`config.mk`:
```
export PLATFORM = sky130hd
export DESIGN_NAME = ldc_host
export DESIGN_NICKNAME = d
export VERILOG_FILES = /design/src/hw/ldc_pkg.sv /design/src/hw/ldc_host.sv
export SDC_FILE = /design/constraint.sdc
export NUM_CORES = 1
export LEC_CHECK = 0
export ABC_CLOCK_PERIOD_IN_PS = 5600
export BUFFER_PORTS_ARGS = -buffer_cell sky130_fd_sc_hd__buf_2
export CORE_MARGIN = 1
export CORE_UTILIZATION = 41
export DETAILED_ROUTE_END_ITERATION = 10
export GPL_TIMING_DRIVEN = 0
export MAX_ROUTING_LAYER = met4
export SKIP_LAST_GASP = 1
export SLEW_MARGIN = 20
export SYNTH_ARGS = -nofsm -noshare
export SYNTH_HDL_FRONTEND = slang
export SYNTH_SLANG_ARGS = --single-unit
```
`constraint.sdc`:
```
create_clock -name clk_i -period 5.6 [get_ports clk_i]
set_clock_uncertainty 0.1 [all_clocks]
set_input_delay 1.12 -clock clk_i [delete_from_list [all_inputs] [get_ports clk_i]]
set_output_delay 1.12 -clock clk_i [all_outputs]
set_load 0.01 [all_outputs]
```
`src/hw/ldc_pkg.sv`:
```
// package of constants, register map and state codes for the led driver host
package ldc_pkg;

    // controller registers on the wishbone side (byte addresses)
    localparam logic [3:0]  LDC_OFS_CTRL       = 4'h0;
    localparam logic [3:0]  LDC_OFS_CMD        = 4'h4;
    localparam logic [3:0]  LDC_OFS_STATUS     = 4'h8;

    // control register fields
    localparam int          LDC_CTRL_RUN_BIT   = 0;
    localparam int          LDC_CTRL_AD_LSB    = 1;
    localparam logic [2:0]  LDC_CTRL_RESET     = 3'h0;

    // command register fields
    localparam int          LDC_CMD_DATA_LSB   = 0;
    localparam int          LDC_CMD_PTR_LSB    = 8;
    localparam int          LDC_CMD_NEW_BIT    = 16;
    localparam int          LDC_CMD_STOP_BIT   = 17;
    localparam int          LDC_CMD_CLOSE_BIT  = 18;

    // status register fields
    localparam int          LDC_STAT_BUSY_BIT  = 0;
    localparam int          LDC_STAT_HOLD_BIT  = 1;
    localparam int          LDC_STAT_NACK_BIT  = 2;

    // target address layout: fixed high part, strap part, write bit
    localparam logic [4:0]  LDC_DEV_ADDR_HI    = 5'h0F;
    localparam logic        LDC_RW_WRITE       = 1'h0;

    // device register map, reached through pointer bytes
    localparam logic [7:0]  LDC_PTR_SHUTDOWN   = 8'h00;
    localparam logic [7:0]  LDC_PTR_BRIGHT     = 8'h01;
    localparam logic [7:0]  LDC_PTR_APPLY      = 8'h25;
    localparam logic [7:0]  LDC_PTR_CHCTRL     = 8'h26;
    localparam logic [7:0]  LDC_PTR_GATE       = 8'h4A;
    localparam logic [7:0]  LDC_PTR_RESET      = 8'h4F;
    localparam logic [7:0]  LDC_TRIGGER_VALUE  = 8'h00;
    localparam int          LDC_CHANNELS       = 36;

    // bus timing: one quarter of an scl period covers the longest low time
    localparam int          LDC_CLK_PERIOD_NS  = 100;
    localparam int          LDC_T_QUARTER_NS   = 1300;
    localparam int          LDC_QUARTER_CYC    =
        (LDC_T_QUARTER_NS + LDC_CLK_PERIOD_NS - 1) / LDC_CLK_PERIOD_NS;
    localparam logic [4:0]  LDC_QUARTER_LAST   = 5'(LDC_QUARTER_CYC - 1);

    // byte positions within one transfer
    localparam logic [1:0]  LDC_BYTE_ADDR      = 2'h0;
    localparam logic [1:0]  LDC_BYTE_PTR       = 2'h1;
    localparam logic [1:0]  LDC_BYTE_DATA      = 2'h2;

    typedef enum logic [5:0] {
        LDC_ST_IDLE  = 6'h01,
        LDC_ST_START = 6'h02,
        LDC_ST_BIT   = 6'h04,
        LDC_ST_ACK   = 6'h08,
        LDC_ST_STOP  = 6'h10,
        LDC_ST_HOLD  = 6'h20
    } ldc_state_type;

endpackage

```
`src/hw/ldc_host.sv`:
```
// i2c write master for the led driver, commanded over wishbone
//
// Chosen here: the Wishbone interface to the registers.
`timescale 1ns/100ps

module ldc_host
    import ldc_pkg::*;
(
    input  wire logic        clk_i,
    input  wire logic        rst_i,
    input  wire logic        wb_cyc_i,
    input  wire logic        wb_stb_i,
    input  wire logic        wb_we_i,
    input  wire logic [3:0]  wb_adr_i,
    input  wire logic [3:0]  wb_sel_i,
    input  wire logic [31:0] wb_dat_i,
    output logic      [31:0] wb_dat_o,
    output logic             wb_ack_o,
    output logic             scl_o,
    output logic             sda_o,
    output logic             sda_oe_o,
    input  wire logic        sda_i,
    output logic             hw_shutdown_pin_n_o
);

    // bus slave state
    logic        ack_q,   ack_d;
    logic [31:0] dat_q,   dat_d;
    logic [2:0]  ctrl_q,  ctrl_d;

    // line engine state
    ldc_state_type state_q, state_d;
    logic [4:0]  div_q,   div_d;
    logic [1:0]  phase_q, phase_d;
    logic [2:0]  bitn_q,  bitn_d;
    logic [1:0]  bsel_q,  bsel_d;
    logic [7:0]  shift_q, shift_d;
    logic        scl_q,   scl_d;
    logic        sdaoe_q, sdaoe_d;
    logic        ackok_q, ackok_d;
    logic        nack_q,  nack_d;
    logic        pend_q,  pend_d;
    logic        stop_q,  stop_d;
    logic        close_q, close_d;
    logic        new_q,   new_d;
    logic [7:0]  ptr_q,   ptr_d;
    logic [7:0]  data_q,  data_d;
    logic        sda_s1_q;
    logic        sda_s2_q;

    logic        access;
    logic        cmd_wr;
    logic        stat_clr;
    logic        accept;
    logic        tick;
    logic [7:0]  addr_byte;

    assign access = wb_cyc_i && wb_stb_i && !ack_q;
    assign cmd_wr = access && wb_we_i && (wb_adr_i == LDC_OFS_CMD)
                    && (wb_sel_i[2:0] == 3'h7);
    assign stat_clr = access && wb_we_i && (wb_adr_i == LDC_OFS_STATUS)
                      && wb_sel_i[0] && wb_dat_i[LDC_STAT_NACK_BIT];
    // a command is only taken while the line sits idle or held open
    assign accept = cmd_wr && !pend_q
                    && (state_q == LDC_ST_IDLE || state_q == LDC_ST_HOLD);
    assign tick = (div_q == LDC_QUARTER_LAST);
    // strap value in ctrl must match how the device's select pin is tied
    assign addr_byte = {LDC_DEV_ADDR_HI,
                        ctrl_q[LDC_CTRL_AD_LSB +: 2], LDC_RW_WRITE};

    // wishbone slave: answer one cycle after the request, drop after one
    always_comb
    begin
        ack_d  = access;
        dat_d  = dat_q;
        ctrl_d = ctrl_q;
        if (access)
        begin
            dat_d = 32'h0000_0000;
            if (!wb_we_i)
            begin
                case (wb_adr_i)
                    LDC_OFS_CTRL:
                        dat_d[2:0] = ctrl_q;
                    LDC_OFS_STATUS:
                    begin
                        dat_d[LDC_STAT_BUSY_BIT] = pend_q
                            || (state_q != LDC_ST_IDLE
                                && state_q != LDC_ST_HOLD);
                        dat_d[LDC_STAT_HOLD_BIT] =
                            (state_q == LDC_ST_HOLD) && !pend_q;
                        dat_d[LDC_STAT_NACK_BIT] = nack_q;
                    end
                    default:
                        dat_d = 32'h0000_0000;
                endcase
            end
            else if (wb_adr_i == LDC_OFS_CTRL && wb_sel_i[0])
            begin
                ctrl_d = wb_dat_i[2:0];
            end
        end
    end

    always_ff @(posedge clk_i)
    begin
        if (rst_i)
        begin
            ack_q  <= 1'b0;
            dat_q  <= 32'h0000_0000;
            ctrl_q <= LDC_CTRL_RESET;
        end
        else
        begin
            ack_q  <= ack_d;
            dat_q  <= dat_d;
            ctrl_q <= ctrl_d;
        end
    end

    // line engine: four quarter phases per scl bit, moves on tick except when leaving idle or hold
    always_comb
    begin
        state_d = state_q;
        div_d   = tick ? 5'h00 : div_q + 5'h01;
        phase_d = phase_q;
        bitn_d  = bitn_q;
        bsel_d  = bsel_q;
        shift_d = shift_q;
        scl_d   = scl_q;
        sdaoe_d = sdaoe_q;
        ackok_d = ackok_q;
        nack_d  = nack_q;
        pend_d  = pend_q;
        stop_d  = stop_q;
        close_d = close_q;
        new_d   = new_q;
        ptr_d   = ptr_q;
        data_d  = data_q;
        if (stat_clr)
        begin
            nack_d = 1'b0;
        end
        if (accept)
        begin
            pend_d  = 1'b1;
            data_d  = wb_dat_i[LDC_CMD_DATA_LSB +: 8];
            ptr_d   = wb_dat_i[LDC_CMD_PTR_LSB +: 8];
            stop_d  = wb_dat_i[LDC_CMD_STOP_BIT];
            close_d = wb_dat_i[LDC_CMD_CLOSE_BIT];
            // an idle bus always needs a fresh start and pointer
            new_d   = wb_dat_i[LDC_CMD_NEW_BIT] || state_q == LDC_ST_IDLE;
        end
        case (state_q)
            LDC_ST_IDLE, LDC_ST_HOLD:
            begin
                phase_d = 2'h0;
                if (pend_q)
                begin
                    pend_d = 1'b0;
                    bitn_d = 3'h0;
                    if (close_q)
                    begin
                        state_d = LDC_ST_STOP;
                    end
                    else if (new_q)
                    begin
                        // repeated start from hold also reloads the pointer
                        state_d = LDC_ST_START;
                        bsel_d  = LDC_BYTE_ADDR;
                        shift_d = addr_byte;
                    end
                    else
                    begin
                        state_d = LDC_ST_BIT;
                        bsel_d  = LDC_BYTE_DATA;
                        shift_d = data_q;
                    end
                end
            end
            LDC_ST_START:
            begin
                if (tick)
                begin
                    phase_d = phase_q + 2'h1;
                    case (phase_q)
                        2'h0: sdaoe_d = 1'b0;
                        2'h1: scl_d   = 1'b1;
                        2'h2: sdaoe_d = 1'b1;
                        default:
                        begin
                            scl_d   = 1'b0;
                            state_d = LDC_ST_BIT;
                        end
                    endcase
                end
            end
            LDC_ST_BIT:
            begin
                if (tick)
                begin
                    phase_d = phase_q + 2'h1;
                    case (phase_q)
                        // data changes only while scl is low
                        2'h0: sdaoe_d = !shift_q[7];
                        2'h1: scl_d   = 1'b1;
                        2'h2: scl_d   = 1'b1;
                        default:
                        begin
                            scl_d   = 1'b0;
                            shift_d = {shift_q[6:0], 1'b0};
                            bitn_d  = bitn_q + 3'h1;
                            if (bitn_q == 3'h7)
                            begin
                                state_d = LDC_ST_ACK;
                            end
                        end
                    endcase
                end
            end
            LDC_ST_ACK:
            begin
                if (tick)
                begin
                    phase_d = phase_q + 2'h1;
                    case (phase_q)
                        2'h0: sdaoe_d = 1'b0;
                        2'h1: scl_d   = 1'b1;
                        2'h2: ackok_d = !sda_s2_q;
                        default:
                        begin
                            scl_d  = 1'b0;
                            bitn_d = 3'h0;
                            if (!ackok_q)
                            begin
                                // set wins over a clear in the same cycle
                                nack_d  = 1'b1;
                                state_d = LDC_ST_STOP;
                            end
                            else if (bsel_q == LDC_BYTE_ADDR)
                            begin
                                state_d = LDC_ST_BIT;
                                bsel_d  = LDC_BYTE_PTR;
                                shift_d = ptr_q;
                            end
                            else if (bsel_q == LDC_BYTE_PTR)
                            begin
                                state_d = LDC_ST_BIT;
                                bsel_d  = LDC_BYTE_DATA;
                                shift_d = data_q;
                            end
                            else if (stop_q)
                            begin
                                state_d = LDC_ST_STOP;
                            end
                            else
                            begin
                                // bus stays open so the next byte lands
                                // at the stepped pointer
                                state_d = LDC_ST_HOLD;
                            end
                        end
                    endcase
                end
            end
            LDC_ST_STOP:
            begin
                if (tick)
                begin
                    phase_d = phase_q + 2'h1;
                    case (phase_q)
                        2'h0: sdaoe_d = 1'b1;
                        2'h1: scl_d   = 1'b1;
                        2'h2: sdaoe_d = 1'b0;
                        default:
                        begin
                            state_d = LDC_ST_IDLE;
                        end
                    endcase
                end
            end
            default:
            begin
                state_d = LDC_ST_IDLE;
                scl_d   = 1'b1;
                sdaoe_d = 1'b0;
            end
        endcase
    end

    always_ff @(posedge clk_i)
    begin
        if (rst_i)
        begin
            state_q  <= LDC_ST_IDLE;
            div_q    <= 5'h00;
            phase_q  <= 2'h0;
            bitn_q   <= 3'h0;
            bsel_q   <= LDC_BYTE_ADDR;
            shift_q  <= 8'h00;
            scl_q    <= 1'b1;
            sdaoe_q  <= 1'b0;
            ackok_q  <= 1'b0;
            nack_q   <= 1'b0;
            pend_q   <= 1'b0;
            stop_q   <= 1'b0;
            close_q  <= 1'b0;
            new_q    <= 1'b0;
            ptr_q    <= 8'h00;
            data_q   <= 8'h00;
            sda_s1_q <= 1'b1;
            sda_s2_q <= 1'b1;
        end
        else
        begin
            state_q  <= state_d;
            div_q    <= div_d;
            phase_q  <= phase_d;
            bitn_q   <= bitn_d;
            bsel_q   <= bsel_d;
            shift_q  <= shift_d;
            scl_q    <= scl_d;
            sdaoe_q  <= sdaoe_d;
            ackok_q  <= ackok_d;
            nack_q   <= nack_d;
            pend_q   <= pend_d;
            stop_q   <= stop_d;
            close_q  <= close_d;
            new_q    <= new_d;
            ptr_q    <= ptr_d;
            data_q   <= data_d;
            sda_s1_q <= sda_i;
            sda_s2_q <= sda_s1_q;
        end
    end

    assign wb_ack_o = ack_q;
    assign wb_dat_o = dat_q;
    assign scl_o    = scl_q;
    // open drain: only ever pull low
    assign sda_o    = 1'b0;
    assign sda_oe_o = sdaoe_q;
    // pin low at reset keeps the device off until software releases it
    assign hw_shutdown_pin_n_o = ctrl_q[LDC_CTRL_RUN_BIT];

endmodule

```
==> summary.md <==
| Metric | Value |
|---|---|
| Die W | `around 90 um` |
| Height of the die | `roughly 90 um` |
| IO Port Bufs | `38` |
| Worst-path clk slew | `0.07 ns` |
| Leakage | `between 1.5 and 2 nW` |
| Routed length per instance | `around 13 um` |
| PwrDens | `around 340 nW/um^2` |
| Initial antenna violation count | `0` |
| CP arrival | `approximately 2.8 ns` |
| ANT cells | `0` |
| Hold worst-path end | `sda_s2_q` |
| Min-delay src | `sda_s1_q` |
| Most common cell in the netlist | `dfxtp_1` |
| Post-synth top cells | `59 x dfxtp_1, 58 x nor2_1, 32 x mux2i_1` |
| RSZ-0062 raised after global routing | `false` |
| Core ar. | `roughly 7400 um^2` |
| Cells on worst reg2reg path | `7` |
| Ranking of synthesized cells by area | `dfxtp_1 37%, mux2i_1 10%, buf_4 7.1%, nor2_1 6.8%, ha_1 3.1%` |
| Vias in the first global route | `2505` |
| #FFs+latches synth | `approximately 60` |
| # H-tree levels | `3` |
| Top cell type's share of synthesized area | `between 30 and 40%` |
| Least-Margin Pin Slew | `0.777 ns` |
| Length of the first detailed-routing pass in iterations | `4` |
| First-pass GRT wire length | `around 12 mm` |
| NetSw | `approximately 0.46 mW` |
| Comb pwr share | `34.8%` |
| WHS Path Cells | `1` |
| Rows | `31` |
| Initial drt markers | `186` |
| Clock Sinks | `just under 60` |
| Outcome | `completed` |
| DRC | `0` |
| Post-CTS Setup Repair Bufs | `0` |
| FMAX | `379 MHz` |
| Post-synth top flop | `dfxtp_1` |
| Final-report max-slew violation count | `0` |
| Worst slew margin | `48.2%` |
| Worst vdd ir | `around 0.16 mV` |
| Gp weighted congestion | `between 0.8 and 0.9` |
| Util after Layout | `around 52%` |
| Post-synth EDFFs | `0` |
| Met2 Usage GRT | `between 30 and 40%` |
| Hold slack | `approximately 0.32 ns` |
| Met3 usage in global routing | `5.84%` |
| Post-synth ARST share | `0%` |
| Largest net degree at the start of global routing | `13` |
| Post-DRT Antenna Nets | `0` |
| Hold-fix buffers, CTS | `0` |
| Crit path max fanout | `10` |
| Launching point of the worst reg2reg path | `state_q[5]` |
| Yosys warnings | `0` |
| Setup TNS | `0 ns` |
| Synth-to-layout area growth | `19.5%` |
| RR Endpoint | `shift_q[2]` |
| Hold WC Path Type | `flop to flop` |
| Required time of the critical path | `5.72 ns` |
| Clock network fraction of total power | `just over 30%` |
| Final period utilization | `a little under half` |
| Latest clock arrival within the worst-skew pair | `0.35 ns` |
| Syn Area/Cell | `8.84 um^2` |
| Mapped Cells | `between 300 and 400` |
| Final Hold Viols | `0` |
| Clk root buf | `clkbuf_8` |
| Post-DP Area | `roughly 3600 um^2` |
| Fin crit period | `2.64 ns` |
| Via density | `5.01` |
| Die ar. | `approximately 8000 um^2` |
| Sequential power share | `a little over a third` |
| Vias | `between 2000 and 3000` |
| Clk buf depth | `2` |
| Critical path endpoint category | `flop` |
| Cell variety after synth | `61` |
| Setup violators final | `0` |
| FF-to-FF setup slack | `a little under 3 ns` |
| GR Util All Layers | `19.6%` |
| Num CTS Buffers | `9` |
| Sw frac | `35.4%` |
| Share of post-route cells with drive strength above 1 | `24.1%` |
| Starting density of the core | `43.3%` |
| Sequential area share after synthesis | `between 30% and 40%` |
| Max Cap Viol | `0` |
| CTS tree | `done` |
| Gr busiest metal | `met2` |
| Total grt overflow | `0` |
| Netlist Area Pre-Place | `about 3200 um^2` |
| Final Instance Area | `3810 um^2` |
| Final #Nets | `between 400 and 500` |
| Critical Path Source Type | `flop` |
| Ports | `between 80 and 90` |
| CP Class | `flop to flop` |
| GR Util met1 | `roughly a quarter` |
| Area leader, netlist | `dfxtp_1` |
| Internal Power | `0.835 mW` |
| Post_cts resized | `0` |
| Detailed placement HPWL | `5.41 mm` |
| DRT Wirelength | `7.25 mm` |
[worst max path at each step]
stage	from	endpoint	slack, ns	depth (start not counted)
after global routing	state_q[5]	shift_q[2]	2.73	7
after CTS	state_q[5]	shift_q[2]	2.96	7
after global placement	wb_cyc_i	ptr_q[5]	2.74	7
after floorplan	wb_stb_i	close_q	3.22	6
final	state_q[5]	shift_q[2]	2.96	7
after detailed placement	wb_stb_i	close_q	2.76	7
[critical path: stages, from the launching register on]
cell and delay [ns]:
dfxtp_1 0.30, buf_2 0.18, nor4_2 0.57, nand2_1 0.34, a221oi_2 0.46, buf_2 0.31
mux2i_1 0.21, nor2_1 0.06
[cell usage in the layout (no fill, tap or decap), types with 6 or more instances in the layout]
cell	instances
a21oi_1	16
a22oi_1	6
buf_2	43
buf_4	30
clkbuf_1	8
clkbuf_8	9
conb_1	30
dfxtp_1	59
ha_1	8
inv_1	11
mux2i_1	32
nand2_1	12
nand2b_1	11
nand3_1	9
nor2_1	58
o21ai_0	7
[power groups by stage]
stage          Clock, mW  Sequential [mW]  Combinational, mW
2_1_floorplan          0            0.458              0.347
3_3_place_gp           0            0.458              0.439
3_5_place_dp           0            0.459              0.441
4_1_cts            0.403            0.449              0.444
5_1_grt            0.425            0.451              0.494
6_report           0.393            0.449              0.450
[routing by layer]
metal	vias to the layer above	wire length [um]	part of all wire (%)
li1	1370	-	-
met2	77	3430	47
met5	-	0	0
met3	8	435	6.0
met4	0	63	0.87
met1	1264	3320	46
[cell type report]
class,count,area (um^2)
Fill cell,733,3550
Multi-Input combinational cell,271,1750
Sequential cell,59,1180
Buffer,49,333
Timing Repair Buffer,38,190
Clock buffer,9,124
Tap cell,99,124
Clock inverter,7,76.3
Inverter,11,41.3
[sequential cells by signal, indices dropped and copies added, names as in the netlist]
signal    cells
shift_q       8
bsel_q        2
new_q         1
phase_q       2
stop_q        1
ctrl_q        3
nack_q        1
scl_o         1
data_q        8
div_q         5
wb_dat_o      3
bitn_q        3
state_q       6
wb_ack_o      1
ackok_q       1
sda_oe_o      1
close_q       1
ptr_q         8
pend_q        1
sda_s2_q      1
sda_s1_q      1
[cells by family (layout without fill, tap and decap cells)]
logic type,Yosys count,in the layout,share of synthesized area [%]
muxes,35,35,11.1
xor gates and xnor gates,5,5,1.37
adders and majority gates,8,8,3.14
other,1,30,0.117
AOI/OAI and AO/OA,64,64,14.5
and+or+nand+nor,129,129,21.0
buffers and inverters,60,114,11.7
DFF,59,59,37.0
[metrics by stage]
stage          instances  setup slack, ns  total power [mW]
2_1_floorplan        390             3.22             0.805
6_report             543             2.96              1.29
3_5_place_dp         527             2.76             0.900
4_1_cts              543             2.96              1.30
5_1_grt              543             2.73              1.37
3_3_place_gp         527             2.74             0.897
(Power assumes the default switching activity.)
